<file path="src/hdl/ocs_pkg.sv">
package ocs_pkg;

    // ------------------------------------------------------------
    // register map
    // ------------------------------------------------------------
    localparam logic [15:0] OCS_OFF_CONTROL   = 16'hF000;
    localparam logic [15:0] OCS_OFF_TUNING    = 16'hF010;
    localparam logic [15:0] OCS_OFF_REFCTRL   = 16'hF020;
    localparam logic [15:0] OCS_OFF_REFTRIM   = 16'hF030;
    localparam logic [15:0] OCS_OFF_UNLOCK    = 16'hF040;
    localparam logic [1:0]  OCS_ALIAS_BASE    = 2'h0;
    localparam logic [1:0]  OCS_ALIAS_CLR     = 2'h1;
    localparam logic [1:0]  OCS_ALIAS_SET     = 2'h2;
    localparam logic [1:0]  OCS_ALIAS_INV     = 2'h3;

    // ------------------------------------------------------------
    // unlock sequence keys
    // ------------------------------------------------------------
    localparam logic [31:0] OCS_KEY_1         = 32'hAA996655;
    localparam logic [31:0] OCS_KEY_2         = 32'h556699AA;

    // ------------------------------------------------------------
    // control register field positions
    // ------------------------------------------------------------
    localparam int OCS_POS_ODIV    = 27;
    localparam int OCS_POS_FAST_RC_DIVIDER  = 24;
    localparam int OCS_POS_SRDY    = 22;
    localparam int OCS_POS_PDRDY   = 21;
    localparam int OCS_POS_PERIPH_BUS_DIVIDER   = 19;
    localparam int OCS_POS_MULT    = 16;
    localparam int OCS_POS_CUR     = 12;
    localparam int OCS_POS_NEW     = 8;
    localparam int OCS_POS_LOCK    = 7;
    localparam int OCS_POS_USB_PLL_LOCKED   = 6;
    localparam int OCS_POS_SYS_PLL_LOCKED   = 5;
    localparam int OCS_POS_SLEEP   = 4;
    localparam int OCS_POS_FAIL    = 3;
    localparam int OCS_POS_UFRC    = 2;
    localparam int OCS_POS_SECONDARY_OSC_ENABLE  = 1;
    localparam int OCS_POS_SWREQ   = 0;

    // writable bits of each register
    localparam logic [31:0] OCS_WMASK_CONTROL = 32'h397F0797;
    localparam logic [31:0] OCS_WMASK_TUNING  = 32'h0000003F;
    localparam logic [31:0] OCS_WMASK_REFCTRL = 32'h7FFFBA0F;
    localparam logic [31:0] OCS_WMASK_REFTRIM = 32'hFF800000;

    // ------------------------------------------------------------
    // reset values
    // ------------------------------------------------------------
    localparam logic [2:0]  OCS_RST_FAST_RC_DIVIDER    = 3'h1;
    localparam logic [1:0]  OCS_RST_PERIPH_BUS_DIVIDER     = 2'h3;
    localparam logic [2:0]  OCS_RST_ODIV      = 3'h0;
    localparam logic [2:0]  OCS_RST_MULT      = 3'h0;
    localparam logic [2:0]  OCS_RST_SRC       = 3'h0;

    // ------------------------------------------------------------
    // timing
    // ------------------------------------------------------------
    localparam int OCS_CLK_MHZ       = 250;
    localparam int OCS_SWITCH_NS     = 40;
    localparam int OCS_SWITCH_CYC    = (OCS_SWITCH_NS * OCS_CLK_MHZ + 999) / 1000;

    // ------------------------------------------------------------
    // clock source encoding
    // ------------------------------------------------------------
    typedef enum logic [2:0]
    {
        OCS_SRC_FRC      = 3'b000,
        OCS_SRC_FRC_PLL  = 3'b001,
        OCS_SRC_PRI      = 3'b010,
        OCS_SRC_PRI_PLL  = 3'b011,
        OCS_SRC_SEC      = 3'b100,
        OCS_SRC_LOW_POWER_RC_OSC     = 3'b101,
        OCS_SRC_FRC_D16  = 3'b110,
        OCS_SRC_FRC_DIV  = 3'b111
    } ocs_src_type;

    typedef enum logic [1:0]
    {
        OCS_SW_IDLE = 2'b00,
        OCS_SW_WAIT = 2'b01,
        OCS_SW_DONE = 2'b10
    } ocs_sw_state_type;

    // analog status from the oscillators and monitor
    typedef struct packed
    {
        logic sec_osc_stable;
        logic sys_pll_lock;
        logic sys_pll_timer_done;
        logic usb_pll_lock;
        logic usb_pll_timer_done;
        logic usb_pll_enabled;
        logic clock_failure;
    } ocs_status_type;

    // settings driven to the clock tree
    typedef struct packed
    {
        logic [8:0]  pll_out_div;
        logic [4:0]  pll_mult;
        logic [8:0]  frc_div;
        logic [3:0]  pbus_div;
        logic [2:0]  source;
        logic [5:0]  frc_trim;
        logic        sec_osc_en;
        logic        usb_frc_sel;
        logic        sleep_mode;
        logic        idle_mode;
    } ocs_ctrl_type;

endpackage

</file>
<file path="src/hdl/ocs_top.sv">
// Overview of operation
// - PLL output divider: 1..64 powers, 111=256
// - FAST_RC_OSC divider same encoding, reset divide-by-two
// - secondary ready bit follows stable oscillator while enable bit 1 is set
// - periph divider writable only when ready
// - periph bus divide 1,2,4,8; default 8
// - multiplier codes give 15..21, 111=24
// - current source reported in bits 14-12
// - new source loaded from configuration on reset
// - lock bit freezes selections when monitor 1x
// - monitor 0x: selections never locked
// - USB PLL lock bit from lock/timer, gated by USB PLL enabled
// - system PLL lock bit from lock/timer
// - wait enters Sleep or Idle by bit
// - clock-fail flag set on monitor failure
// - USB clock from FAST_RC_OSC when bit set
// - secondary oscillator enable follows bit 1
// - switch request bit self-clears on completion
// - control and tuning writes need the unlock sequence first
// - clear, set, invert aliases at 4, 8, C
// - six-bit signed FAST_RC_OSC trim field
//
// Decided for this implementation: register access over AHB-Lite.
`timescale 1ns/1ns
`default_nettype none
module ocs_top
    import ocs_pkg::*;
(
    // clock and reset
    input  wire logic                  ref_clk,
    input  wire logic                  nrst,
    // AHB-Lite slave
    input  wire logic                  hsel,
    input  wire logic [31:0]           haddr,
    input  wire logic [1:0]            htrans,
    input  wire logic                  hwrite,
    input  wire logic [2:0]            hsize,
    input  wire logic [31:0]           hwdata,
    input  wire logic                  hready,
    output logic      [31:0]           hrdata,
    output logic                       hreadyout,
    output logic                       hresp,
    // configuration word
    input  wire logic [2:0]            config_initial_source,
    input  wire logic [1:0]            switch_monitor_config,
    input  wire logic [2:0]            config_pll_out_div,
    input  wire logic [2:0]            config_pll_mult,
    input  wire logic [1:0]            config_pbus_div,
    input  wire logic                  config_pbus_div_valid,
    // oscillator status and core events
    input  wire ocs_pkg::ocs_status_type osc_status,
    input  wire logic                  wait_instr,
    input  wire logic                  wake_event,
    // clock tree controls
    output ocs_pkg::ocs_ctrl_type      clk_ctrl
);
    import ocs_pkg::*;

    // ------------------------------------------------------------
    // registers
    // ------------------------------------------------------------
    logic [2:0]       odiv_reg;
    logic [2:0]       fast_rc_divider_reg;
    logic [1:0]       periph_bus_divider_reg;
    logic [2:0]       mult_reg;
    logic [2:0]       cur_reg;
    logic [2:0]       new_reg;
    logic             lock_reg;
    logic             sleep_reg;
    logic             fail_reg;
    logic             ufrc_reg;
    logic             secondary_osc_enable_reg;
    logic             swreq_reg;
    logic [31:0]      tun_reg;
    logic [31:0]      refctl_reg;
    logic [31:0]      reftrim_reg;
    logic [1:0]       unlock_reg;
    logic             unlocked;
    logic             cfg_loaded_reg;
    logic [7:0]       sw_cnt_reg;
    ocs_sw_state_type sw_state_reg;
    logic             pd_busy_reg;
    logic             low_power_reg;

    // ------------------------------------------------------------
    // bus address phase capture
    // ------------------------------------------------------------
    logic             dp_wr_reg;
    logic             dp_rd_reg;
    logic [15:0]      dp_addr_reg;
    logic             ap_valid;

    assign ap_valid  = hsel && hready && htrans[1];
    assign hreadyout = 1'b1;
    assign hresp     = 1'b0;

    always_ff @(posedge ref_clk or negedge nrst)
    begin
        if (!nrst)
        begin
            dp_wr_reg   <= 1'b0;
            dp_rd_reg   <= 1'b0;
            dp_addr_reg <= 16'h0000;
        end
        else if (hready)
        begin
            dp_wr_reg   <= ap_valid && hwrite;
            dp_rd_reg   <= ap_valid && !hwrite;
            dp_addr_reg <= haddr[15:0];
        end
    end

    // ------------------------------------------------------------
    // write decode with alias operations
    // ------------------------------------------------------------
    logic [15:0] base_addr;
    logic [1:0]  alias_op;
    logic        hit_ctl;
    logic        hit_tun;
    logic        hit_rctl;
    logic        hit_rtrim;
    logic        hit_key;
    logic [31:0] ctl_word;
    logic        sel_locked;

    assign base_addr = {dp_addr_reg[15:4], 4'h0};
    assign alias_op  = dp_addr_reg[3:2];
    assign hit_ctl   = dp_wr_reg && (base_addr == OCS_OFF_CONTROL) && unlocked;
    assign hit_tun   = dp_wr_reg && (base_addr == OCS_OFF_TUNING) && unlocked;
    assign hit_rctl  = dp_wr_reg && (base_addr == OCS_OFF_REFCTRL);
    assign hit_rtrim = dp_wr_reg && (base_addr == OCS_OFF_REFTRIM);
    assign hit_key   = dp_wr_reg && (dp_addr_reg == OCS_OFF_UNLOCK);
    assign unlocked  = (unlock_reg == 2'h2);

    // lock only matters when switching and monitoring is disabled
    assign sel_locked = switch_monitor_config[1] && lock_reg;

    function automatic logic [31:0] apply_alias(input logic [31:0] old_val,
                                               input logic [31:0] wdata,
                                               input logic [1:0]  op);
        logic [31:0] res;
        res = old_val;
        case (op)
            OCS_ALIAS_BASE: res = wdata;
            OCS_ALIAS_CLR:  res = old_val & ~wdata;
            OCS_ALIAS_SET:  res = old_val | wdata;
            OCS_ALIAS_INV:  res = old_val ^ wdata;
            default:        res = old_val;
        endcase
        return res;
    endfunction

    logic [31:0] ctl_new;
    assign ctl_new = apply_alias(ctl_word, hwdata, alias_op);

    // ------------------------------------------------------------
    // unlock sequence: two keys in order, consumed by the next write
    // ------------------------------------------------------------
    always_ff @(posedge ref_clk or negedge nrst)
    begin
        if (!nrst)
            unlock_reg <= 2'h0;
        else if (hit_key && hwdata == OCS_KEY_1)
            unlock_reg <= 2'h1;
        else if (hit_key && hwdata == OCS_KEY_2 && unlock_reg == 2'h1)
            unlock_reg <= 2'h2;
        else if (dp_wr_reg)
            unlock_reg <= 2'h0;
    end

    // ------------------------------------------------------------
    // configuration load after reset release
    // ------------------------------------------------------------
    always_ff @(posedge ref_clk or negedge nrst)
    begin
        if (!nrst)
            cfg_loaded_reg <= 1'b0;
        else
            cfg_loaded_reg <= 1'b1;
    end

    // ------------------------------------------------------------
    // clock selection and PLL settings
    // ------------------------------------------------------------
    always_ff @(posedge ref_clk or negedge nrst)
    begin
        if (!nrst)
        begin
            odiv_reg <= OCS_RST_ODIV;
            mult_reg <= OCS_RST_MULT;
            new_reg  <= OCS_RST_SRC;
            cur_reg  <= OCS_RST_SRC;
        end
        else if (!cfg_loaded_reg)
        begin
            odiv_reg <= config_pll_out_div;
            mult_reg <= config_pll_mult;
            new_reg  <= config_initial_source;
            cur_reg  <= config_initial_source;
        end
        else
        begin
            if (hit_ctl && !sel_locked)
            begin
                odiv_reg <= ctl_new[OCS_POS_ODIV +: 3];
                mult_reg <= ctl_new[OCS_POS_MULT +: 3];
                new_reg  <= ctl_new[OCS_POS_NEW +: 3];
            end
            if (sw_state_reg == OCS_SW_DONE)
                cur_reg <= new_reg;
        end
    end

    // ------------------------------------------------------------
    // plain control bits
    // ------------------------------------------------------------
    always_ff @(posedge ref_clk or negedge nrst)
    begin
        if (!nrst)
        begin
            fast_rc_divider_reg <= OCS_RST_FAST_RC_DIVIDER;
            lock_reg   <= 1'b0;
            sleep_reg  <= 1'b0;
            ufrc_reg   <= 1'b0;
            secondary_osc_enable_reg <= 1'b0;
            tun_reg    <= 32'h00000000;
        end
        else
        begin
            if (hit_ctl)
            begin
                fast_rc_divider_reg <= ctl_new[OCS_POS_FAST_RC_DIVIDER +: 3];
                // once set the lock stays until reset
                lock_reg   <= lock_reg | ctl_new[OCS_POS_LOCK];
                sleep_reg  <= ctl_new[OCS_POS_SLEEP];
                ufrc_reg   <= ctl_new[OCS_POS_UFRC];
                secondary_osc_enable_reg <= ctl_new[OCS_POS_SECONDARY_OSC_ENABLE];
            end
            if (hit_tun)
                tun_reg <= apply_alias(tun_reg, hwdata, alias_op) & OCS_WMASK_TUNING;
        end
    end

    always_ff @(posedge ref_clk or negedge nrst)
    begin
        if (!nrst)
        begin
            refctl_reg  <= 32'h00000000;
            reftrim_reg <= 32'h00000000;
        end
        else
        begin
            if (hit_rctl)
                refctl_reg <= apply_alias(refctl_reg, hwdata, alias_op) & OCS_WMASK_REFCTRL;
            if (hit_rtrim)
                reftrim_reg <= apply_alias(reftrim_reg, hwdata, alias_op) & OCS_WMASK_REFTRIM;
        end
    end

    // ------------------------------------------------------------
    // peripheral bus divider with its ready handshake
    // ------------------------------------------------------------
    always_ff @(posedge ref_clk or negedge nrst)
    begin
        if (!nrst)
        begin
            periph_bus_divider_reg   <= OCS_RST_PERIPH_BUS_DIVIDER;
            pd_busy_reg <= 1'b0;
        end
        else if (!cfg_loaded_reg)
        begin
            if (config_pbus_div_valid)
                periph_bus_divider_reg <= config_pbus_div;
            pd_busy_reg <= 1'b0;
        end
        else if (hit_ctl && !pd_busy_reg &&
                 ctl_new[OCS_POS_PERIPH_BUS_DIVIDER +: 2] != periph_bus_divider_reg)
        begin
            periph_bus_divider_reg   <= ctl_new[OCS_POS_PERIPH_BUS_DIVIDER +: 2];
            pd_busy_reg <= 1'b1;
        end
        else
            pd_busy_reg <= 1'b0;
    end

    // ------------------------------------------------------------
    // oscillator switch sequencer
    // ------------------------------------------------------------
    always_ff @(posedge ref_clk or negedge nrst)
    begin
        if (!nrst)
        begin
            sw_state_reg <= OCS_SW_IDLE;
            sw_cnt_reg   <= 8'h00;
            swreq_reg    <= 1'b0;
        end
        else
        begin
            case (sw_state_reg)
                OCS_SW_IDLE:
                begin
                    if (hit_ctl && !sel_locked && ctl_new[OCS_POS_SWREQ])
                    begin
                        swreq_reg    <= 1'b1;
                        sw_cnt_reg   <= 8'(OCS_SWITCH_CYC);
                        sw_state_reg <= OCS_SW_WAIT;
                    end
                end
                OCS_SW_WAIT:
                begin
                    // the new source must settle before the mux flips
                    if (sw_cnt_reg <= 8'h01)
                        sw_state_reg <= OCS_SW_DONE;
                    sw_cnt_reg <= sw_cnt_reg - 8'h01;
                end
                OCS_SW_DONE:
                begin
                    swreq_reg    <= 1'b0;
                    sw_state_reg <= OCS_SW_IDLE;
                end
                default:
                    sw_state_reg <= OCS_SW_IDLE;
            endcase
        end
    end

    // ------------------------------------------------------------
    // clock fail flag: hardware set wins over a software clear
    // ------------------------------------------------------------
    always_ff @(posedge ref_clk or negedge nrst)
    begin
        if (!nrst)
            fail_reg <= 1'b0;
        else if (osc_status.clock_failure)
            fail_reg <= 1'b1;
        else if (hit_ctl)
            fail_reg <= ctl_new[OCS_POS_FAIL];
    end

    // ------------------------------------------------------------
    // low power entry on wait
    // ------------------------------------------------------------
    always_ff @(posedge ref_clk or negedge nrst)
    begin
        if (!nrst)
            low_power_reg <= 1'b0;
        else if (wake_event)
            low_power_reg <= 1'b0;
        else if (wait_instr)
            low_power_reg <= 1'b1;
    end

    // ------------------------------------------------------------
    // status and read view
    // ------------------------------------------------------------
    logic srdy;
    logic sys_pll_locked;
    logic usb_pll_locked;

    assign srdy  = secondary_osc_enable_reg && osc_status.sec_osc_stable;
    assign sys_pll_locked = osc_status.sys_pll_lock || osc_status.sys_pll_timer_done;
    assign usb_pll_locked = osc_status.usb_pll_enabled &&
                   (osc_status.usb_pll_lock || osc_status.usb_pll_timer_done);

    always_comb
    begin
        ctl_word = 32'h00000000;
        ctl_word[OCS_POS_ODIV +: 3]   = odiv_reg;
        ctl_word[OCS_POS_FAST_RC_DIVIDER +: 3] = fast_rc_divider_reg;
        ctl_word[OCS_POS_SRDY]        = srdy;
        ctl_word[OCS_POS_PDRDY]       = !pd_busy_reg;
        ctl_word[OCS_POS_PERIPH_BUS_DIVIDER +: 2]  = periph_bus_divider_reg;
        ctl_word[OCS_POS_MULT +: 3]   = mult_reg;
        ctl_word[OCS_POS_CUR +: 3]    = cur_reg;
        ctl_word[OCS_POS_NEW +: 3]    = new_reg;
        ctl_word[OCS_POS_LOCK]        = lock_reg;
        ctl_word[OCS_POS_USB_PLL_LOCKED]       = usb_pll_locked;
        ctl_word[OCS_POS_SYS_PLL_LOCKED]       = sys_pll_locked;
        ctl_word[OCS_POS_SLEEP]       = sleep_reg;
        ctl_word[OCS_POS_FAIL]        = fail_reg;
        ctl_word[OCS_POS_UFRC]        = ufrc_reg;
        ctl_word[OCS_POS_SECONDARY_OSC_ENABLE]      = secondary_osc_enable_reg;
        ctl_word[OCS_POS_SWREQ]       = swreq_reg;
    end

    // read data is held in a flop so it stands through the data phase
    always_ff @(posedge ref_clk or negedge nrst)
    begin
        if (!nrst)
            hrdata <= 32'h00000000;
        else if (ap_valid && !hwrite)
        begin
            case ({haddr[15:4], 4'h0})
                OCS_OFF_CONTROL: hrdata <= ctl_word;
                OCS_OFF_TUNING:  hrdata <= tun_reg;
                OCS_OFF_REFCTRL: hrdata <= refctl_reg;
                OCS_OFF_REFTRIM: hrdata <= reftrim_reg;
                default:         hrdata <= 32'h00000000;
            endcase
        end
    end

    // ------------------------------------------------------------
    // clock tree controls
    // ------------------------------------------------------------
    always_ff @(posedge ref_clk or negedge nrst)
    begin
        if (!nrst)
            clk_ctrl <= '0;
        else
        begin
            clk_ctrl.pll_out_div <= (odiv_reg == 3'h7) ? 9'h100 : 9'(9'h001 << odiv_reg);
            clk_ctrl.frc_div     <= (fast_rc_divider_reg == 3'h7) ? 9'h100 : 9'(9'h001 << fast_rc_divider_reg);
            clk_ctrl.pll_mult    <= (mult_reg == 3'h7) ? 5'h18 : 5'(5'h0F + mult_reg);
            clk_ctrl.pbus_div    <= 4'(4'h1 << periph_bus_divider_reg);
            clk_ctrl.source      <= cur_reg;
            clk_ctrl.frc_trim    <= tun_reg[5:0];
            clk_ctrl.sec_osc_en  <= secondary_osc_enable_reg;
            clk_ctrl.usb_frc_sel <= ufrc_reg;
            clk_ctrl.sleep_mode  <= low_power_reg && sleep_reg;
            clk_ctrl.idle_mode   <= low_power_reg && !sleep_reg;
        end
    end

endmodule
`default_nettype wire

</file>
<file path="config.mk">
export PLATFORM = sky130hd
export DESIGN_NAME = ocs_top
export DESIGN_NICKNAME = d
export VERILOG_FILES = /design/src/hdl/ocs_pkg.sv /design/src/hdl/ocs_top.sv
export SDC_FILE = /design/constraint.sdc
export NUM_CORES = 1
export LEC_CHECK = 0
export CORE_MARGIN = 8
export CORE_UTILIZATION = 44
export DETAILED_ROUTE_END_ITERATION = 12
export DONT_BUFFER_PORTS = 1
export GPL_ROUTABILITY_DRIVEN = 0
export SYNTH_ARGS = -nofsm -noshare
export SYNTH_HDL_FRONTEND = slang
export SYNTH_SLANG_ARGS = --single-unit
</file>
<file path="constraint.sdc">
create_clock -name ref_clk -period 2.47 [get_ports ref_clk]
set_input_delay 0.247 -clock ref_clk [delete_from_list [all_inputs] [get_ports ref_clk]]
set_output_delay 0.247 -clock ref_clk [all_outputs]
set_load 0.05 [all_outputs]
</file>
== Word-level counts from Yosys, hierarchy flattened ==
Cells that the tools add are included.
Storage, ports and cells
  register bits: 166
  input port bits: 97
  output and inout bits: 74
  word-level logic and storage cells: 157
Cells by class
  add/subtract/negate cells: 2
  order comparisons: 1
  equality and inequality tests: 27
  shift operators: 3
  multiplexer cells: 35
  bitwise operators: 14
  reduce and logical (&&, ||, !) cells: 41
Operator list (count)
  $pmux W32 S4: 2
  $pmux W31 S4: 1
  $pmux W30 S4: 1
  $eq A12 B12 Y1 const B: 8
  $and A32 B32 Y32: 1
  $eq A32 B31 Y1 const B: 1
  $eq A32 B32 Y1 const B: 1
  $not A32 Y32: 1
  $or A32 B32 Y32: 1
  $xor A32 B32 Y32: 1
  $and A31 B31 Y31: 1
  $or A31 B31 Y31: 1
  $xor A31 B31 Y31: 1
  $and A30 B30 Y30: 1
  $or A30 B30 Y30: 1
  $xor A30 B30 Y30: 1
  $mux W3: 8
  $pmux W6 S4: 1
  $logic_and A1 B1 Y1: 23
  $mux W9: 2
  $shl A1 B3 Y9 const A: 2
  $eq A16 B16 Y1 const B: 1
  $mux W2: 8
  $pmux W8 S2: 1
  25 further kinds: 53

== Depth between registers and ports, before layout ==
  depth after elaboration: 8
  depth in mapped cells: 8
  mapped depth without buffers: 8

== Worst setup path before layout ==
Ideal clock, no wire load.
  kind: reg2reg
  start point: register periph_bus_divider_reg[1]
  end point: register periph_bus_divider_reg[0]
  library setup time: 0.075 ns
  arrival time: 2.130 ns
  required time: 2.395 ns
  setup slack: 0.265 ns
  stages on the path, launching flop included: 8
  buffers on the path: 0
  period minus slack after synthesis: 2.205 ns
  cells stage by stage: dfstp_2 inv_1 ha_1 mux4_2 xnor2_1 a2111oi_4 a21oi_2 mux2i_1
On the way
  word-level cells in the longest chain between the ends: 6
  elaborated cells between the ends (all ways): 8
  classes of those cells: 2 x eq/ne; 1 x mux; 3 x bitwise; 2 x reduce/logical
RTL lines
  from (decl): RTL line ocs_top.sv:64  | logic [1:0] periph_bus_divider_reg;
  from (signal assigned): RTL line ocs_top.sv:273  | periph_bus_divider_reg <= config_pbus_div;
  from (signal assigned): RTL line ocs_top.sv:279  | periph_bus_divider_reg <= ctl_new[OCS_POS_PERIPH_BUS_DIVIDER +: 2];
  $xor A30 B30 Y30, or another cell as far along: RTL line ocs_top.sv:147  | OCS_ALIAS_INV: res = old_val ^ wdata;
  $pmux W30 S4: RTL line ocs_top.sv:143  | case (op)
  $ne A2 B2 Y1 *: RTL line ocs_top.sv:277  | ctl_new[OCS_POS_PERIPH_BUS_DIVIDER +: 2] != periph_bus_divider_reg)
  $logic_and A1 B1 Y1 *: RTL line ocs_top.sv:276  | else if (hit_ctl && !pd_busy_reg &&
  $ne A2 B1 Y1 (no line) *
  $reduce_and A2 Y1 (no line) *
Mark *: on every way between the ends. The rest lies on a longest branch, timed or not.
A chain may end at the register's enable or synchronous reset.

== Worst setup path in the final report ==
  start point: register periph_bus_divider_reg[0]
  end point: register periph_bus_divider_reg[0]
On the way
  word-level cells in the longest chain between the ends: 6
  elaborated cells between the ends (all ways): 10
  classes of those cells: 2 x eq/ne; 3 x mux; 3 x bitwise; 2 x reduce/logical
RTL lines (RTL line)
  $xor A30 B30 Y30, or another cell as far along: ocs_top.sv:147
  $pmux W30 S4: ocs_top.sv:143
  $ne A2 B2 Y1: ocs_top.sv:277
  $logic_and A1 B1 Y1: ocs_top.sv:276
  $ne A2 B1 Y1 (no line)
  $reduce_and A2 Y1 (no line)
Several ways; a longest one is shown, not always the timed one. The select of a mux whose other input is x is not followed.

==> metrics.csv <==
stage,metric,value,unit
die,Die Width,167,um
routing,DRC,0,
routing,WL per Instance,20.1,um
power_and_ir_drop,peak supply drop,0.000389,V
sta,Pins Over Slew Limit,0,
flow_run,Max Cap Violations,0,
clock_tree,CTS resizes,0,
clock_tree,clock sinks,164,
yosys,"EDFF count, synth",0,
clock_tree,"Clk pin slew, worst setup/hold paths",0.06,ns
layout,Largest register FFs,38,
grt,GRT Residual Overflow,0,
worst_setup_path,CP Capture Type,register,
yosys,cell count after synthesis,979,
worst_setup_path,CP max-delay cell,dfstp_2,
clock_tree,CTS buffer count,17,
yosys,syn_area_per_cell,10.2,um2
grt,global-route wire length before repair,42300,um
layout,Final Net Count,1221,
yosys,synth warn,0,
status,outcome,finished with violations,
yosys,top-area cell type share of the netlist area,40.3,%
grt,largest net degree at the start of global routing,165,
routing,via count,7240,
yosys,synth top area cells,"dfrtp_1 (40%), ha_1 (15%), mux2_2 (7.0%)",
power_and_ir_drop,pwr dens,584,nW/um2
clock_tree,H-tree levels,4,
min_path,worst min-delay path class,in -> async,
sta,shortest period the worst path allows,2.35,ns
place,Placed Area,10300,um2
yosys,post-synth top area cell,dfrtp_1,
die,I/O pin count,171,
worst_setup_path,"Critical Path, Cell by Cell",inv_1 > ha_1 > mux4_2 > xnor2_1 > a2111oi_4 > a21oi_2 > mux2i_1,
sta,Fin Hold WS,-0.488,ns
sta,unrepaired setup endpoints after global routing,no,
worst_setup_path,CP peak stage delay,0.59,ns
sta,Fmax,0.425,GHz
sta,actual slew at the worst max-slew pin,0.811,ns
sta,clock skew,0.00703,ns
layout,"commonest non-fill, non-tap cell in the layout",dfrtp_1,
yosys,post-synthesis sequential area ratio,41.1,%
die,die area,27800,um2
grt,met1 usage in global routing,25.3,%
routing,Initial DRT Pass Iterations,5,
grt,GRT Max-Usage Layer,met2,
routing,1st-iter DRT viols,421,
routing,routed vias/inst,5.56,
worst_setup_path,Worst EP required,2.83,ns
worst_setup_path,crit-path max FO,6,
sta,Setup TNS,0,ns
yosys,Post-synth top flop,dfrtp_1,
layout,most frequent cells in the layout,"dfrtp_1 (159), inv_1 (125), ha_1 (121), nand2_1 (69), a21oi_1 (64)",
grt,vias in the first global route,7293,
clock_tree,hold_buf cts,35,
sta,Slew headroom,45.8,%
yosys,mapped cell area,10000,um2
routing,"wirelength, routed",26200,um
grt,initial antenna violation count,0,
power_and_ir_drop,Lkg Pwr,5.28,nW
yosys,Netlist cell types,47,
yosys,Async SR Flop Fraction,100,%
grt,met3 Use GR,5.86,%
layout,"Core Util, Final",49.8,%
die,Chip Height,167,um
routing,DRT antenna net count,0,
grt,GRT Resource Usage Total,19.3,%
layout,synthesis-to-finish area growth,12.0,%
place,PortBufs,0,
layout,share of layout cells above drive strength 1,14.3,%
clock_tree,Clk Tree Root Cell,clkbuf_16,
sta,Tcrit/Tclk final,95.3,%
power_and_ir_drop,Tot Pwr,6.54,mW
clock_tree,Max Buffers Root-to-Sink,2,
worst_setup_path,Worst EP arrival,2.71,ns
die,Rows,55,
grt,GRT met2 Usage,30.3,%
clock_tree,clk_lat worst skew,0.43,ns
worst_setup_path,Worst Setup Path Type,reg -> reg,
sta,Fin. Hold Viols,164,
layout,ant diodes,0,
clock_tree,CTS tree,done,
sta,Final setup viols,0,
yosys,synthesized flop and latch total,164,
status,failing checks,hold timing,
layout,FILL cells,2029,
place,hpwl dp,18400,um
worst_setup_path,Startpoint Class,register,
layout,Finished Cell Area,11200,um2
die,Starting Density,44.4,%
die,core area,22500,um2
[logic make-up (layout without fill, tap and decap cells)]
group	after synthesis	in the layout	share of synthesized area (%)
AOI/OAI and AO/OA	200	200	12.4
buffers and inverters	177	211	6.98
DFF	164	164	41.1
and+or+nand+nor	204	204	9.71
muxes	107	107	14.2
other	2	5	0.0751
adders and majority gates	121	121	15.1
xor gates and xnor gates	4	4	0.351
[per-layer routing]
layer  up-vias  part of all wire (%)  routed length, um
met2       161                    47              12200
met1      3580                    45              11700
met5         -                     0                  0
met4         0                   1.6                415
met3        28                   6.9               1810
li1       3471                     -                  -
[final timing paths]
check                      cells past startpoint                 startpoint  slack (ns)                         to
max                                            7  periph_bus_divider_reg[0]        0.12  periph_bus_divider_reg[0]
min                                            0                       nrst       -0.49                clk_ctrl[8]
max reg2reg                                    7  periph_bus_divider_reg[0]        0.12  periph_bus_divider_reg[0]
min reg2reg                                    0                 cur_reg[0]        0.41               clk_ctrl[10]
max in group asynchronous                      0                       nrst        2.57     fast_rc_divider_reg[0]
min in group ref_clk                           3                 hwdata[31]        0.01              unlock_reg[1]
[critical path: cells and delay by family (launching register included)]
family	cells	cell delay, ns
fa+ha+maj	1	0.28
xor+xnor	1	0.18
mux	2	0.67
buf+inv	1	0.10
flops	1	0.59
compound gates	2	0.47
[report_power, final]
part | internal [mW] | leakage [nW] | switching, mW
sequential | 2.82 | 1.95 | 0.289
clock | 1.39 | 0.258 | 1.14
combinational | 0.442 | 3.07 | 0.457
total | 4.65 | 5.28 | 1.88
[final cells by class]
class | count | area [um2] | area share [%]
Multi-Input combinational cell | 641 | 5210 | 46.5
Clock inverter | 12 | 109 | 0.972
Timing Repair Buffer | 54 | 505 | 4.51
Clock buffer | 20 | 437 | 3.90
Inverter | 125 | 469 | 4.19
Sequential cell | 164 | 4120 | 36.7
Tap cell | 285 | 357 | 3.18
[cell usage after synthesis (2+ instances only)]
| library cell | count |
|---|---|
| nor4_1 | 14 |
| nor3_1 | 20 |
| buf_4 | 5 |
| inv_1 | 125 |
| dfrtp_1 | 161 |
| o211ai_1 | 2 |
| nor3b_1 | 2 |
| mux2i_1 | 23 |
| a21oi_1 | 64 |
| nand3_1 | 2 |
| conb_1 | 2 |
| o21ai_0 | 53 |
| xnor2_1 | 3 |
| nand2b_1 | 5 |
| ha_1 | 121 |
| buf_2 | 6 |
| dfstp_2 | 3 |
| nor2b_1 | 5 |
| o31ai_1 | 3 |
| and2_1 | 4 |
| a211oi_1 | 58 |
| mux4_2 | 22 |
| nor2_1 | 56 |
| a22oi_1 | 10 |
| mux2_2 | 62 |
| clkbuf_1 | 31 |
| a222oi_1 | 3 |
| nand2_1 | 69 |
| nand4_1 | 19 |
| buf_1 | 9 |
[repair_timing]
item                       4_1_cts  5_1_grt
setup endpoints to repair        0        2
buffers inserted                 0        1
hold endpoints to repair       203      164
[per-stage QoR]
| step | setup WS (ns) | std cells | hold WS (ns) |
|---|---|---|---|
| final | 0.115 | 1301 | -0.488 |
| after global routing | 0.0103 | 1301 | -0.508 |
| after CTS | 0.114 | 1300 | -0.498 |
| after detailed placement | 0.128 | 1233 | -0.0357 |
| after global placement | 0.163 | 1233 | -0.0367 |
| after floorplan | 0.265 | 982 | -0.0486 |
Power figures use the tool's default switching activity.
